**config.mk**
```make
export PLATFORM = sky130hd
export DESIGN_NAME = gpio_hj_top
export DESIGN_NICKNAME = d
export VERILOG_FILES = /design/src/gpio_hj_pkg.sv /design/src/gpio_port8.sv /design/src/gpio_conv_cfg.sv /design/src/gpio_hj_top.sv
export VERILOG_INCLUDE_DIRS = /design/src /design/src/src
export SDC_FILE = /design/constraint.sdc
export NUM_CORES = 1
export LEC_CHECK = 0
export BUFFER_PORTS_ARGS = -buffer_cell sky130_fd_sc_hd__buf_2
export CORE_MARGIN = 2
export CORE_UTILIZATION = 35
export CTS_BUF_LIST = sky130_fd_sc_hd__clkbuf_4
export DETAILED_ROUTE_END_ITERATION = 7
export PLACE_DENSITY = 0.69
export RECOVER_POWER = 25
export SLEW_MARGIN = 5
export SYNTH_ARGS = -nofsm -noshare
export SYNTH_HDL_FRONTEND = slang
export SYNTH_SLANG_ARGS = --single-unit
```
**constraint.sdc**
```tcl
create_clock -name I_REF_CLK -period 2.9 [get_ports I_REF_CLK]
set_input_delay 0.58 -clock I_REF_CLK [delete_from_list [all_inputs] [get_ports I_REF_CLK]]
set_output_delay 0.58 -clock I_REF_CLK [all_outputs]
set_load 0.01 [all_outputs]
```
**src/gpio_hj_regs.svh**
```systemverilog
// Register offsets, bank numbers, reset values and field positions
// Assumes inclusion by the package file, the checker and the testbench
`ifndef GPIO_HJ_REGS_SVH
`define GPIO_HJ_REGS_SVH

// ----------------------------------------------------------------
// Banks and offsets
// ----------------------------------------------------------------
`define BANK_PORTS       4'h8
`define BANK_CONVERTER   4'h5
`define OFS_H_DIRECTION  8'h10
`define OFS_H_PIN_DATA   8'h11
`define OFS_J_DIRECTION  8'h12
`define OFS_J_PIN_DATA   8'h13
`define OFS_CONV_CONFIG  8'h15

// ----------------------------------------------------------------
// Reset values and field layout
// ----------------------------------------------------------------
`define DIRECTION_RESET  8'hFF
`define H_UPPER_RESET    4'h0
`define CONV_RESET       8'h00
`define CONV_WRITE_MASK  8'hEF
`define PCFG_LSB         0
`define PCFG_MSB         3
`define PCFG_ALL_DIGITAL 4'hE

`endif

```
**src/gpio_hj_pkg.sv**
```systemverilog
// Types shared by the dual port block
// Assumes the register header is on the include path
`include "gpio_hj_regs.svh"

package gpio_hj_pkg;

  // ----------------------------------------------------------------
  // Register access request from the core
  // ----------------------------------------------------------------
  typedef struct packed {
    logic       wr;
    logic       rd;
    logic [3:0] bank;
    logic [7:0] addr;
    logic [7:0] wdata;
  } reg_req_type;

  // Reset cause qualifiers
  typedef struct packed {
    logic power_on;
    logic brown_out;
    logic master_clear;
    logic watchdog;
  } reset_cause_type;

  // Per port pin drive bundle
  typedef struct packed {
    logic [7:0] out;
    logic [7:0] oe;
  } pin_drive_type;

endpackage

```
**src/gpio_port8.sv**
```systemverilog
// One 8-bit port: direction register, output latch, sampled pins
// Assumes writes arrive as one-cycle strobes at the end of an instruction
`timescale 1ns/10ps
`default_nettype none

module gpio_port8 #(
  parameter logic [7:0] LATCH_COLD_MASK = 8'h00,  // Latch bits cleared on every reset, warm included
  parameter logic [7:0] LATCH_COLD_VAL  = 8'h00
) (
  // Clock and reset
  input  wire logic       clk,
  input  wire logic       rst,
  input  wire logic       cold,
  // Register writes
  input  wire logic       dir_wr,
  input  wire logic       dat_wr,
  input  wire logic [7:0] wdata,
  // Pins
  input  wire logic [7:0] pin_in,
  // State
  output var  logic [7:0] direction,
  output var  logic [7:0] latch,
  output var  logic [7:0] pin_sample
);
  import gpio_hj_pkg::*;

  typedef struct packed {
    logic [7:0] direction;
    logic [7:0] latch;
    logic [7:0] sample;
  } port_state_type;

  port_state_type state;
  port_state_type next_state;

  // ----------------------------------------------------------------
  // Next state
  // ----------------------------------------------------------------
  always_comb begin
    next_state        = state;
    next_state.sample = pin_in;             // Pin levels for the next read
    if (dir_wr) begin
      next_state.direction = wdata;
    end
    if (dat_wr) begin
      next_state.latch = wdata;             // Whole byte into all latches
    end
    if (rst) begin
      next_state.direction = `DIRECTION_RESET;
      // Masked bits clear on every reset, the rest are kept on warm reset
      next_state.latch     = (state.latch & ~LATCH_COLD_MASK) | LATCH_COLD_VAL;
      // Cold reset leaves no unknown latch bits behind
      if (cold) begin
        next_state.latch = LATCH_COLD_VAL;
      end
    end
  end

  // State register
  always_ff @(posedge clk) begin
    state <= next_state;
  end

  assign direction  = state.direction;
  assign latch      = state.latch;
  assign pin_sample = state.sample;
endmodule

`default_nettype wire

```
**src/gpio_conv_cfg.sv**
```systemverilog
// Converter configuration register holding the analog pin select field
// Assumes writes are qualified by bank and offset upstream
`timescale 1ns/10ps
`default_nettype none

module gpio_conv_cfg (
  // Clock and reset
  input  wire logic       clk,
  input  wire logic       rst,
  // Register write
  input  wire logic       wr,
  input  wire logic [7:0] wdata,
  // Register value
  output var  logic [7:0] value
);
  import gpio_hj_pkg::*;

  typedef struct packed {
    logic [7:0] value;
  } cfg_state_type;

  cfg_state_type state;
  cfg_state_type next_state;

  // Unimplemented bit 4 stays zero
  always_comb begin
    next_state = state;
    if (wr) begin
      next_state.value = wdata & `CONV_WRITE_MASK;
    end
    if (rst) begin
      next_state.value = `CONV_RESET;
    end
  end

  // State register
  always_ff @(posedge clk) begin
    state <= next_state;
  end

  assign value = state.value;
endmodule

`default_nettype wire

```
**src/gpio_hj_top.sv**
```systemverilog
// Contract
// First port direction bit one makes pin input; zero drives it from latch (code never drives pins 7..4 while they are analog).
// First port data read returns pin levels; write loads output latches.
// First port pins 7..4 double as converter channels 12..15 in order.
// First port pins 3..0 are plain digital I/O only.
// Reset puts first port upper pins analog; software reprograms the select field.
// First port direction at 10h bank 8 resets to all ones.
// First port data: cold reset clears upper nibble; warm reset keeps lower.
// Second port direction bit one makes pin input; zero drives it.
// Second port data read returns pin levels; write loads latches.
// All eight second port pins are plain digital I/O.
// Second port direction resets to ones; latches kept on warm reset.
// Writes are read-modify-write; data read gives pins, whole byte stored.
// Latches update at cycle end; reads use pins sampled at cycle start.
// Software leaves one instruction between port write and read.
// Pins in analog mode have digital input off and read as zero.
// Port registers answer in bank 8, converter config in bank 5.
//
// Top of the two-port GPIO block on the core register port
// Assumes one register request per instruction cycle on I_REF_CLK
`timescale 1ns/10ps
`default_nettype none

module gpio_hj_top
  import gpio_hj_pkg::*;
(
  // Clock and reset
  input  wire logic                         I_REF_CLK,
  input  wire logic                         I_RESET,
  input  wire gpio_hj_pkg::reset_cause_type I_RESET_CAUSE,
  // Register port
  input  wire gpio_hj_pkg::reg_req_type     I_REG_REQ,
  output logic [7:0]                        O_REG_RDATA,
  output logic                              O_REG_RVALID,
  // First port pins
  input  wire logic [7:0]                   I_H_PIN,
  output logic [7:0]                        O_H_PIN,
  output logic [7:0]                        O_H_PIN_OE,
  output logic [3:0]                        O_H_ANALOG_SHARED_PINS,
  // Second port pins
  input  wire logic [7:0]                   I_J_PIN,
  output logic [7:0]                        O_J_PIN,
  output logic [7:0]                        O_J_PIN_OE,
  // Converter configuration
  output logic [7:0]                        O_CONVERTER_CONFIG_ONE
);
  import gpio_hj_pkg::*;

  // ----------------------------------------------------------------
  // Decode
  // ----------------------------------------------------------------
  logic       in_port_bank;
  logic       in_conv_bank;
  logic       cold;
  logic       wr_h_dir;
  logic       wr_h_dat;
  logic       wr_j_dir;
  logic       wr_j_dat;
  logic       wr_conv;
  logic [7:0] h_dir;
  logic [7:0] h_latch;
  logic [7:0] h_sample;
  logic [7:0] j_dir;
  logic [7:0] j_latch;
  logic [7:0] j_sample;
  logic [7:0] conv_cfg;
  logic [3:0] analog_upper;

  // Bank qualification of each register
  assign in_port_bank = (I_REG_REQ.bank == `BANK_PORTS);
  assign in_conv_bank = (I_REG_REQ.bank == `BANK_CONVERTER);
  assign cold         = I_RESET_CAUSE.power_on | I_RESET_CAUSE.brown_out;

  // Write strobes; latch loads at the edge that ends the cycle
  assign wr_h_dir = I_REG_REQ.wr & in_port_bank & (I_REG_REQ.addr == `OFS_H_DIRECTION);
  assign wr_h_dat = I_REG_REQ.wr & in_port_bank & (I_REG_REQ.addr == `OFS_H_PIN_DATA);
  assign wr_j_dir = I_REG_REQ.wr & in_port_bank & (I_REG_REQ.addr == `OFS_J_DIRECTION);
  assign wr_j_dat = I_REG_REQ.wr & in_port_bank & (I_REG_REQ.addr == `OFS_J_PIN_DATA);
  assign wr_conv  = I_REG_REQ.wr & in_conv_bank & (I_REG_REQ.addr == `OFS_CONV_CONFIG);

  // ----------------------------------------------------------------
  // Ports and converter configuration
  // ----------------------------------------------------------------
  // First port: upper nibble cleared on every reset, lower kept on warm reset
  gpio_port8 #(
    .LATCH_COLD_MASK (8'hF0),
    .LATCH_COLD_VAL  ({`H_UPPER_RESET, 4'h0})
  ) u_port_h (
    .clk        (I_REF_CLK),
    .rst        (I_RESET),
    .cold       (cold),
    .dir_wr     (wr_h_dir),
    .dat_wr     (wr_h_dat),
    .wdata      (I_REG_REQ.wdata),
    .pin_in     (I_H_PIN),
    .direction  (h_dir),
    .latch      (h_latch),
    .pin_sample (h_sample)
  );

  // Second port: latches kept on warm reset, defined on cold reset
  gpio_port8 #(
    .LATCH_COLD_MASK (8'h00),
    .LATCH_COLD_VAL  (8'h00)
  ) u_port_j (
    .clk        (I_REF_CLK),
    .rst        (I_RESET),
    .cold       (cold),
    .dir_wr     (wr_j_dir),
    .dat_wr     (wr_j_dat),
    .wdata      (I_REG_REQ.wdata),
    .pin_in     (I_J_PIN),
    .direction  (j_dir),
    .latch      (j_latch),
    .pin_sample (j_sample)
  );

  // Converter config; reset value selects analog pins
  gpio_conv_cfg u_conv (
    .clk   (I_REF_CLK),
    .rst   (I_RESET),
    .wr    (wr_conv),
    .wdata (I_REG_REQ.wdata),
    .value (conv_cfg)
  );

  // ----------------------------------------------------------------
  // Analog selection of the upper pins
  // ----------------------------------------------------------------
  // Field below the all-digital code keeps channels 12..15 analog
  assign analog_upper = (conv_cfg[`PCFG_MSB:`PCFG_LSB] < `PCFG_ALL_DIGITAL) ? 4'hF : 4'h0;

  // ----------------------------------------------------------------
  // Registered outputs
  // ----------------------------------------------------------------
  typedef struct packed {
    logic [7:0] rdata;
    logic       rvalid;
    logic [7:0] h_out;
    logic [7:0] h_oe;
    logic [3:0] h_analog;
    logic [7:0] j_out;
    logic [7:0] j_oe;
    logic [7:0] conv;
  } top_state_type;

  top_state_type state;
  top_state_type next_state;
  logic [7:0]    h_read;

  always_comb begin
    next_state        = state;
    // Digital input path gated off for analog pins
    h_read            = h_sample & ~{analog_upper, 4'h0};
    next_state.rvalid = I_REG_REQ.rd;
    next_state.rdata  = 8'h00;
    // Read returns pins sampled at cycle start; a write-side read is the same
    if (I_REG_REQ.rd) begin
      if (in_port_bank) begin
        unique case (I_REG_REQ.addr)
          `OFS_H_DIRECTION: next_state.rdata = h_dir;
          `OFS_H_PIN_DATA:  next_state.rdata = h_read;
          `OFS_J_DIRECTION: next_state.rdata = j_dir;
          `OFS_J_PIN_DATA:  next_state.rdata = j_sample;
          default:          next_state.rdata = 8'h00;
        endcase
      end else if (in_conv_bank && I_REG_REQ.addr == `OFS_CONV_CONFIG) begin
        next_state.rdata = conv_cfg;
      end
    end
    // Drivers: direction one disables the driver
    next_state.h_out    = h_latch;
    next_state.h_oe     = ~h_dir & ~{analog_upper, 4'h0};
    next_state.h_analog = analog_upper;
    next_state.j_out    = j_latch;
    next_state.j_oe     = ~j_dir;
    next_state.conv     = conv_cfg;
    if (I_RESET) begin
      next_state.rvalid   = 1'b0;
      next_state.h_oe     = 8'h00;
      next_state.j_oe     = 8'h00;
      next_state.h_analog = 4'hF;
    end
  end

  // Output register
  always_ff @(posedge I_REF_CLK) begin
    state <= next_state;
  end

  assign O_REG_RDATA            = state.rdata;
  assign O_REG_RVALID           = state.rvalid;
  assign O_H_PIN                = state.h_out;
  assign O_H_PIN_OE             = state.h_oe;
  assign O_H_ANALOG_SHARED_PINS = state.h_analog;
  assign O_J_PIN                = state.j_out;
  assign O_J_PIN_OE             = state.j_oe;
  assign O_CONVERTER_CONFIG_ONE = state.conv;
endmodule

`default_nettype wire

```
==> summary.md, run 1 <==
| Metric | Value |
|---|---|
| Cell Area, Synth | 3290 µm² |
| Avg WL per Cell | 14.3 µm |
| Rel. slew slack | 0.508 |
| CP delay by family, top | simple AND/OR/NAND/NOR gates |
| Postcts setup bufs | 0 |
| Slack of the critical path | 0.721 ns |
| Clk root buf | clkbuf_4 |
| Slowest-stage cell, CP | or4b_4 |
| Area growth from synthesis to layout | 20.4% |
| Least-Margin Pin Slew | 0.728 ns |
| N_diodes | 0 |
| Worst Path Required | 2.99 ns |
| Largest net degree at the start of global routing | 39 |
| Sequential-to-total area share from yosys stat | 0.681 |
| Max Cap Violations | 0 |
| VDD IR max | approximately 0.21 mV |
| Setup TNS | 0 ns |
| Top-area cell type share of the netlist area | 0.535 |
| Finish-stage setup viols | 0 |
| Number of DRC markers in iteration 0 | 44 |
| Yosys warns | 0 |
| Total wire length | 6550 µm |
| Clock Pin Slew Worst Setup and Hold Paths | roughly 0.15 ns |
| Post-synth EDFFs | 16 |
| I/O pin total | between 90 and 100 |
| Remaining DRCs | 0 |
| Sink Count | 104 |
| Port Buffers | 93 |
| Cts bufs inserted | 9 |
| Cells along the critical path | buf_2 > or4b_4 > nor4_1 > a21o_1 > a21boi_1 |
| Flops & latches, synth | 104 |
| CTS tree | yes |
| Largest cells by area after synthesis | dfxtp_1 53%, edfxtp_1 15%, nor2b_1 6.3%, a211o_1 4.3%, mux4_2 2.7% |
| Mux contribution to synthesized area | 0.0634 |
| Largest family of logic cells by synthesized area | simple AND/OR/NAND/NOR gates |
| Met2 wire length | 3140 µm |
| Post-Synth Simple-Gate Area | 0.141 |
| Mapped Cells | 246 |
| Gr ovfl total | 0 |
| CORE AREA | 9200 µm² |
| Status | finished, final reports clean |
| Post-synth net total | 290 |
| HP Class | primary input to flip-flop |
| Final Cycle Share | 0.751 |
| Yosys cell types | 35 |
| PwrDens | 575 nW/µm² |
| Pre-CTS setup slack | 0.273 ns |
| Final Max Tran Viols | 0 |
| Total power | 2280 µW |
| Post-DR vias/cell | around 4.6 |
| Final min period | 2.18 ns |
| Top_reg_cell synth | dfxtp_1 |
| Chip Height | 101 µm |
| FMAX | roughly 0.46 GHz |
| Asr flop ratio synth | 0 |
| Met3 wire length | 329 µm |
| Initial antenna violation count | 1 |
| Clock Path Buffers | 2 |
| Initial Utilization | 0.358 |
| Die width | just over 100 µm |
| WL met1 | around 2900 µm |
| Synth Area per Inst | 13.4 µm² |
| Crit path launch type | primary input |
| Synth Area in Adders | 0 |
| LEAKAGE | 0.00168 µW |
| Worst skew pair latency | 0.43 ns |
| Vias post-DR | approximately 2100 |
| Dominant cell type by area after synthesis | dfxtp_1 |
| Critical path class | primary input to flip-flop |
| Die Footprint | 10200 µm² |
| Post-Synth XOR/XNOR Area | 0 |
| Max Used Layer | met5 |
| Worst Skew | around 0.015 ns |
| CTS H-tree lvls | 3 |
| Final Hold Vio Count | 0 |
| Unrepaired setup endpoints after global routing | no |
| CP endpoint kind | flip-flop |
| Share of cells above drive strength 1 | 0.361 |
| Core Rows | 35 |
| Global Route Usage Sum | 0.136 |
| Drt pass-1 iters | 4 |
| Number of global-route vias before repair | 2110 |
| Critical path data arrival time | 2.27 ns |
| Post-CTS sizing | 0 |
| First-pass GRT wire length | 10300 µm |
| Nets | 385 |
| Slowest cell delay on critical path | just under 0.6 ns |
| Placer Congestion | 0.789 |
| Fin Hold WS | 0.234 ns |
| Hold_buf cts | 0 |
| Crit path buffers/inverters | 1 |
| Critical path peak fanout | 4 |
| Compound-Gate Fraction of Synth Area | 0.0839 |
| Post-DP HPWL | a little under 5000 µm |
| Post-route ant nets | 0 |
[area by class of cell]
cell class                 count  area [µm²]
fill                         909        5230
sequential                   104        2240
multi-input combinational    124         955
timing repair buffer          98         502
tap                          111         139
clock buffer                   9        67.6
clock inverter                 7        46.3
inverter                       4        15.0
[power by group]
group	switching [µW]	internal, µW
registers	10.2	1520
clock network	451	177
logic	71.5	55.1
total	533	1750
[path summary, 6_finish.rpt]
kind / start / to / slack, ns / depth (start not counted)
max: I_REG_REQ[15] / u_port_h.latch[2] / 0.72 / 5
min: I_J_PIN[2] / u_port_j.pin_sample[2] / 0.23 / 1
max reg2reg: u_conv.value[2] / O_REG_RDATA[5] / 1.67 / 3
min reg2reg: u_port_h.latch[5] / O_H_PIN[5] / 0.35 / 0
[layout by cell type (no fill, tap or decap), types with 2 or more instances in the layout]
master / synthesis / routed
mux4_2: 4 / 4
dfxtp_1: 88 / 88
nor4_4: 2 / 2
inv_1: 4 / 4
a21oi_1: 4 / 4
nand3_1: 2 / 2
buf_4: 4 / 5
a211oi_1: 2 / 2
mux2_1: 2 / 2
edfxtp_1: 16 / 16
a211o_1: 16 / 16
a221oi_1: 4 / 4
and3_1: 2 / 2
clkbuf_4: 0 / 9
nor2b_1: 33 / 33
mux2i_1: 4 / 4
o2bb2ai_1: 5 / 5
buf_2: 0 / 92
or4b_4: 2 / 2
clkinvlp_4: 0 / 2
mux2_2: 5 / 5
nor2_1: 24 / 24
[Yosys cell counts, drive strengths merged (3+ instances only)]
library cell / count
dfxtp: 88
mux2: 7
nor2: 24
edfxtp: 16
o2bb2ai: 5
clkbuf: 7
mux2i: 4
a211o: 16
inv: 4
a221oi: 4
mux4: 4
a21oi: 4
nor4: 3
buf: 7
nor2b: 33
or4b: 3
[through the flow]
step,cells,util,area (µm²)
2_1_floorplan,246,-,3290
4_1_cts,457,0.431,3970
6_report,457,0.431,3970
5_1_grt,457,0.431,3970
3_3_place_gp,441,0.419,3850
3_5_place_dp,441,0.419,3850
[per-layer routing]
| metal | track usage | vias to the layer above |
|---|---|---|
| met5 | 0 | - |
| met1 | 0.164 | 980 |
| met2 | 0.225 | 58 |
| met4 | 0.0676 | 2 |
| met3 | 0.0347 | 15 |
| li1 | - | 1050 |
[flip-flops by register name, summed over array words and instances, names as in the netlist, 7 cells and up]
signal and flops:
O_CONVERTER_CONFIG_ONE 7, O_H_PIN 8, O_H_PIN_OE 8, O_J_PIN 8
O_J_PIN_OE 8, O_REG_RDATA 8, u_conv.value 7, u_port_h.direction 8
u_port_h.latch 8, u_port_h.pin_sample 8, u_port_j.direction 8, u_port_j.latch 8
u_port_j.pin_sample 8
[logic make-up after synthesis]
logic type / count (synthesis)
flip-flops: 104
AO/OA/AOI/OAI: 34
other: 1
buffers and inverters: 18
multiplexers: 15
AND/OR/NAND/NOR: 74
(Power assumes the default switching activity.)
==> run 2: changes to the inputs <==
==> constraint.sdc (replaced) <==
create_clock -name I_REF_CLK -period 2.3 [get_ports I_REF_CLK]
set_input_delay 0.46 -clock I_REF_CLK [delete_from_list [all_inputs] [get_ports I_REF_CLK]]
set_output_delay 0.46 -clock I_REF_CLK [all_outputs]
set_load 0.01 [all_outputs]
==> run 2 against run 1 <==
Sequential power increased by 26%. Clock skew grew 0.0011 ns. Combinational power rose by 32%. Largest power group unchanged.
==> summary.md, run 2 (synthesis results as in run 1) <==
| Metric | Value |
|---|---|
| Status | finished, final reports clean |
| Least-Margin Pin Slew | 1.12 ns |
| Share of cells above drive strength 1 | 0.380 |
| Commonest non-fill, non-tap cell in the layout | buf_2 |
| Commonest non-fill, non-tap cells in the layout | 92 x buf_2, 88 x dfxtp_1, 33 x nor2b_1 |
| Max Cap Violations | 0 |
| Storage cell area | 2240 µm² |
| Largest net degree at the start of global routing | 25 |
| CTS tree | yes |
| Chip Height | 101 µm |
| Global Route Usage Sum | 0.140 |
| Placer Congestion | between 0.8 and 0.9 |
| Gr ovfl total | 0 |
| Area growth from synthesis to layout | 23.9% |
| Postcts setup bufs | 0 |
| Core Rows | 35 |
| Avg WL per Cell | 14.3 µm |
| First-pass GRT wire length | approximately 11000 µm |
| Sink Count | 104 |
| Worst Skew | 0.0159 ns |
| CORE AREA | 9200 µm² |
| LEAKAGE | 0.00174 µW |
| Critical path peak fanout | 4 |
| Die Footprint | between 10000 and 15000 µm² |
| Drt pass-1 iters | 4 |
| Fill cells | between 900 and 1000 |
| Critical path data arrival time | 2.05 ns |
| Final Hold Vio Count | 0 |
| Fin Hold WS | 0.106 ns |
| Reg-to-reg endpoint | O_REG_RDATA[5] |
| Total power | 3000 µW |
| Hold_buf cts | 0 |
| Initial antenna violation count | 0 |
| Final min period | about 1.9 ns |
| Clock Pin Slew Worst Setup and Hold Paths | 0.16 ns |
| RR Startpoint | u_conv.value[1] |
| Clk root buf | clkbuf_4 |
| FMAX | 0.531 GHz |
| Unrepaired setup endpoints after global routing | no |
| I/O pin total | 97 |
| Final Cycle Share | 0.819 |
| Finish-stage setup viols | 0 |
| HP Class | primary input to flip-flop |
| N_diodes | 0 |
| Pre-CTS setup slack | -0.0440 ns |
| Area occupied by multi-input gates | 955 µm² |
| Critical path class | primary input to flip-flop |
| Worst Path Required | around 2.5 ns |
| Vias post-DR | 2100 |
| Post-route ant nets | 0 |
| Number of DRC markers in iteration 0 | 39 |
| Nets | between 300 and 400 |
| FF-to-FF path depth | 3 |
| Post-DP HPWL | between 4000 and 5000 µm |
| VDD IR max | 0.344 mV |
| Post-CTS sizing | 0 |
| Initial Utilization | 0.358 |
| Number of global-route vias before repair | 2147 |
| Hold path cells | 1 |
| Worst skew pair latency | 0.44 ns |
| Cts bufs inserted | 9 |
| Clock Path Buffers | 2 |
| CTS H-tree lvls | 3 |
| Hold_sp | I_J_PIN[1] |
| Port Buffers | 93 |
| Rel. slew slack | 0.253 |
| Final core utilization | 0.444 |
| Hold-critical path endpoint | u_port_j.pin_sample[1] |
| Final Max Tran Viols | 0 |
| Total wire length | 6690 µm |
| PwrDens | 734 nW/µm² |
| Die width | around 100 µm |
| Reg2Reg Setup Slack | about 1.1 ns |
| Post-DR vias/cell | 4.51 |
| Crit path launch type | primary input |
| Remaining DRCs | 0 |
| Slack of the critical path | 0.415 ns |
| CP endpoint kind | flip-flop |
## run 2: changes by cell type in the layout (fill, tap and decap cells not counted)
| cell | previous run | this run |
|---|---|---|
| buf_12 | 0 | 2 |
| inv_6 | 1 | 0 |
| clkinv_1 | 1 | 0 |
| bufinv_16 | 0 | 1 |
| inv_4 | 1 | 2 |
| buf_4 | 5 | 12 |
## run 2: cell type report
| cell class | instances | share of cell area |
|---|---|---|
| flip-flops and latches | 104 | 0.549 |
| multi-input cells | 124 | 0.234 |
| repair buffers | 107 | 0.146 |
| well taps | 111 | 0.0340 |
| clock inverters | 7 | 0.0172 |
| clock buffers | 9 | 0.0165 |
| inverters | 4 | 0.00368 |
## run 2: report_power, final
| group | switching, µW | internal (µW) |
|---|---|---|
| combinational | 92.6 | 75.8 |
| sequential | 13.0 | 1910 |
| clock | 571 | 332 |
| total | 677 | 2320 |
## run 2: metrics by stage
step           std cells  TNS [ns]  area [µm²]
6_report             466         0        4080
5_1_grt              466         0        4080
4_1_cts              466         0        4080
3_3_place_gp         450    -0.193        3950
2_1_floorplan        246         0        3290
3_5_place_dp         450    -0.216        3950
## run 2: routing by layer
metal | part of all wire | track usage | vias up
met5 | 0 | 0 | -
met2 | 0.48 | 0.232 | 49
li1 | - | - | 1071
met3 | 0.050 | 0.0465 | 8
met1 | 0.46 | 0.167 | 972
met4 | 0.015 | 0.0572 | 0
## run 2: critical path: stages
cell      delay, ns
buf_2          0.10
or4b_4         0.53
nor4_1         0.33
buf_4          0.17
a21o_1         0.13
a21boi_1       0.17
buf_4          0.16
## run 2: worst max path at each step
| stage | startpoint | to | slack (ns) | cells past startpoint |
|---|---|---|---|---|
| final | I_REG_REQ[15] | u_port_h.latch[3] | 0.42 | 7 |
| after global routing | I_REG_REQ[15] | u_conv.value[6] | 0.36 | 6 |
| after CTS | I_REG_REQ[15] | u_port_h.latch[3] | 0.43 | 7 |
| after detailed placement | I_REG_REQ[15] | u_port_h.latch[0] | -0.04 | 7 |
| after global placement | I_REG_REQ[15] | u_port_h.latch[0] | -0.05 | 7 |
| after floorplan | I_REG_REQ[15] | u_port_j.latch[0] | 0.0004 | 4 |
==> run 3: changes to the inputs <==
--- a/config.mk
+++ b/config.mk
@@ -6,12 +6,13 @@
 export SDC_FILE = /design/constraint.sdc
 export NUM_CORES = 1
 export LEC_CHECK = 0
+export ABC_AREA = 1
 export BUFFER_PORTS_ARGS = -buffer_cell sky130_fd_sc_hd__buf_2
 export CORE_MARGIN = 2
 export CORE_UTILIZATION = 35
 export CTS_BUF_LIST = sky130_fd_sc_hd__clkbuf_4
 export DETAILED_ROUTE_END_ITERATION = 7
-export PLACE_DENSITY = 0.69
+export PLACE_DENSITY = 0.71
 export RECOVER_POWER = 25
 export SLEW_MARGIN = 5
 export SYNTH_ARGS = -nofsm -noshare
==> constraint.sdc (replaced) <==
create_clock -name I_REF_CLK -period 1.73 [get_ports I_REF_CLK]
set_input_delay 0.346 -clock I_REF_CLK [delete_from_list [all_inputs] [get_ports I_REF_CLK]]
set_output_delay 0.346 -clock I_REF_CLK [all_outputs]
set_load 0.01 [all_outputs]
==> run 3 against run 2 <==
Total power up 29%. Setup slack got worse by 0.089 ns. Global-route usage is 0.25 points lower. Sequential share of layout area fell by 2.9 points. Via count up 19%. Combinational power is 42% higher. Worst hold slack gained 0.031 ns. Largest cell class unchanged. Highest routed layer unchanged.
==> summary.md, run 3 <==
| Metric | Value |
|---|---|
| Status | finished, final reports clean |
| Finish-stage setup viols | 0 |
| Avg WL per Cell | 12.0 µm |
| Area growth from synthesis to layout | 26.0% |
| Least-Margin Pin Slew | 0.929 ns |
| Post-synth EDFFs | 16 |
| LEAKAGE | 0.00208 µW |
| Asr flop ratio synth | 0 |
| Largest net degree at the start of global routing | 24 |
| FMAX | 0.713 GHz |
| Clock Pin Slew Worst Setup and Hold Paths | 0.15 ns |
| Total wire length | 7020 µm |
| Vias post-DR | 2503 |
| Total power | between 3000 and 4000 µW |
| Die Footprint | 10600 µm² |
| Final min period | 1.40 ns |
| Die width | a little over 100 µm |
| Setup TNS | 0 ns |
| Crit path launch type | primary input |
| Critical path data arrival time | 1.63 ns |
| Remaining DRCs | 0 |
| Reg2Reg Setup Slack | 0.60 ns |
| Yosys warns | 0 |
| HP Class | primary input to flip-flop |
| Critical path peak fanout | 23 |
| Initial Utilization | 0.355 |
| Most common library cells after synthesis | 88 x dfxtp_1, 59 x nand2_1, 48 x nor2_1 |
| Final Cycle Share | 0.811 |
| Core Rows | 36 |
| CTS tree | yes |
| Commonest non-fill, non-tap cell in the layout | buf_2 |
| Hold_sp | I_REG_REQ[6] |
| Largest cells by area after synthesis | dfxtp_1 51%, edfxtp_1 14%, nand2_1 6.5%, o211ai_2 5.8%, nor2_1 5.3% |
| Clock Path Buffers | 2 |
| CORE AREA | 9640 µm² |
| PwrDens | between 800 and 900 nW/µm² |
| Dominant cell type by area after synthesis | dfxtp_1 |
| Nets | 493 |
| Top-area cell type share of the netlist area | 0.515 |
| Area occupied by multi-input gates | between 900 and 1000 µm² |
| RR Startpoint | u_conv.value[3] |
| Dominant cell by count in the synthesized netlist | dfxtp_1 |
| Rel. slew slack | 0.381 |
| Cts bufs inserted | 9 |
| Gr ovfl total | 0 |
| Mapped Cells | about 330 |
| Critical Path Start | I_RESET |
| Clk root buf | clkbuf_4 |
| Worst Skew | 0.0177 ns |
| Drt pass-1 iters | 4 |
| First-pass GRT wire length | around 11000 µm |
| CP endpoint kind | flip-flop |
| Port Buffers | 93 |
| Cell Area, Synth | 3420 µm² |
| Max Cap Violations | 0 |
| Flops & latches, synth | 104 |
| Unrepaired setup endpoints after global routing | no |
| Commonest non-fill, non-tap cells in the layout | 92 x buf_2, 88 x dfxtp_1, 59 x nand2_1 |
| Post-DP HPWL | 5550 µm |
| Sink Count | between 100 and 150 |
| Final Hold Vio Count | 0 |
| Worst Path Required | slightly below 2 ns |
| Storage cell area | 2240 µm² |
| I/O pin total | 97 |
| Top_reg_cell synth | dfxtp_1 |
| Post-synth net total | about 380 |
| Global Route Usage Sum | 0.137 |
| Critical path class | primary input to flip-flop |
| Post-CTS sizing | 0 |
| Post-route ant nets | 0 |
| CTS H-tree lvls | 3 |
| Worst skew pair latency | around 0.45 ns |
| Post-DR vias/cell | 4.26 |
| Number of global-route vias before repair | 2307 |
| Synth Area per Inst | 10.3 µm² |
| N_diodes | 0 |
| Share of cells above drive strength 1 | 0.335 |
| Number of DRC markers in iteration 0 | approximately 160 |
| Placer Congestion | 0.841 |
| Initial antenna violation count | 0 |
| VDD IR max | between 0.3 and 0.4 mV |
| Sequential-to-total area share from yosys stat | 0.655 |
| Chip Height | 103 µm |
| Final Max Tran Viols | 0 |
| Yosys cell types | 23 |
| Fill cells | 992 |
-- run 3: cell type report --
| class | count | area share |
|---|---|---|
| Sequential cell | 104 | 0.520 |
| Timing Repair Buffer | 119 | 0.161 |
| Inverter | 27 | 0.0235 |
| Clock buffer | 10 | 0.0174 |
| Clock inverter | 6 | 0.00986 |
| Tap cell | 133 | 0.0386 |
| Multi-Input combinational cell | 188 | 0.230 |
-- run 3: repair_timing --
action | CTS | global route
setup buffers | 0 | 0
hold endpoints to repair | 16 | 0
hold buffers | 16 | 0
-- run 3: through the flow --
stage	std cells	instance area (µm²)	utilization	hold slack [ns]	setup slack [ns]
floorplan	332	3420	-	0.323	0.0787
global placement	555	4040	0.419	0.329	0.145
detailed placement	555	4040	0.419	0.329	0.112
CTS	587	4320	0.448	0.117	0.352
global route	587	4310	0.448	0.129	0.196
finish	587	4310	0.448	0.137	0.327
-- run 3: metal layers --
metal	track usage	wire length, µm	vias to the layer above
met2	0.215	3180	89
met1	0.177	3250	1097
met3	0.0325	430	17
li1	-	-	1300
met5	0	0	-
met4	0.0729	157	0
-- run 3: final timing paths --
path | end | depth (start not counted)
worst min register to register | O_J_PIN[3] | 0
worst max-delay path | u_port_h.latch[2] | 4
worst max register to register | O_REG_RDATA[5] | 5
worst min-delay path | u_conv.value[6] | 3
-- run 3: where the power goes --
part	total, µW	internal, µW	switching [µW]
Sequential	2560	2540	18.1
Combinational	239	105	134
Clock	1070	317	757
Total	3870	2960	909
-- run 3: cell families after synthesis --
family,synth area share
buf+inv,0.0556
compound gates,0.0950
other cells,0.00110
simple gates,0.193
flops,0.655
-- run 3: critical path: stages --
cell and delay (ns):
clkbuf_1 0.14, clkbuf_1 0.72, o21ai_0 0.22, buf_4 0.20
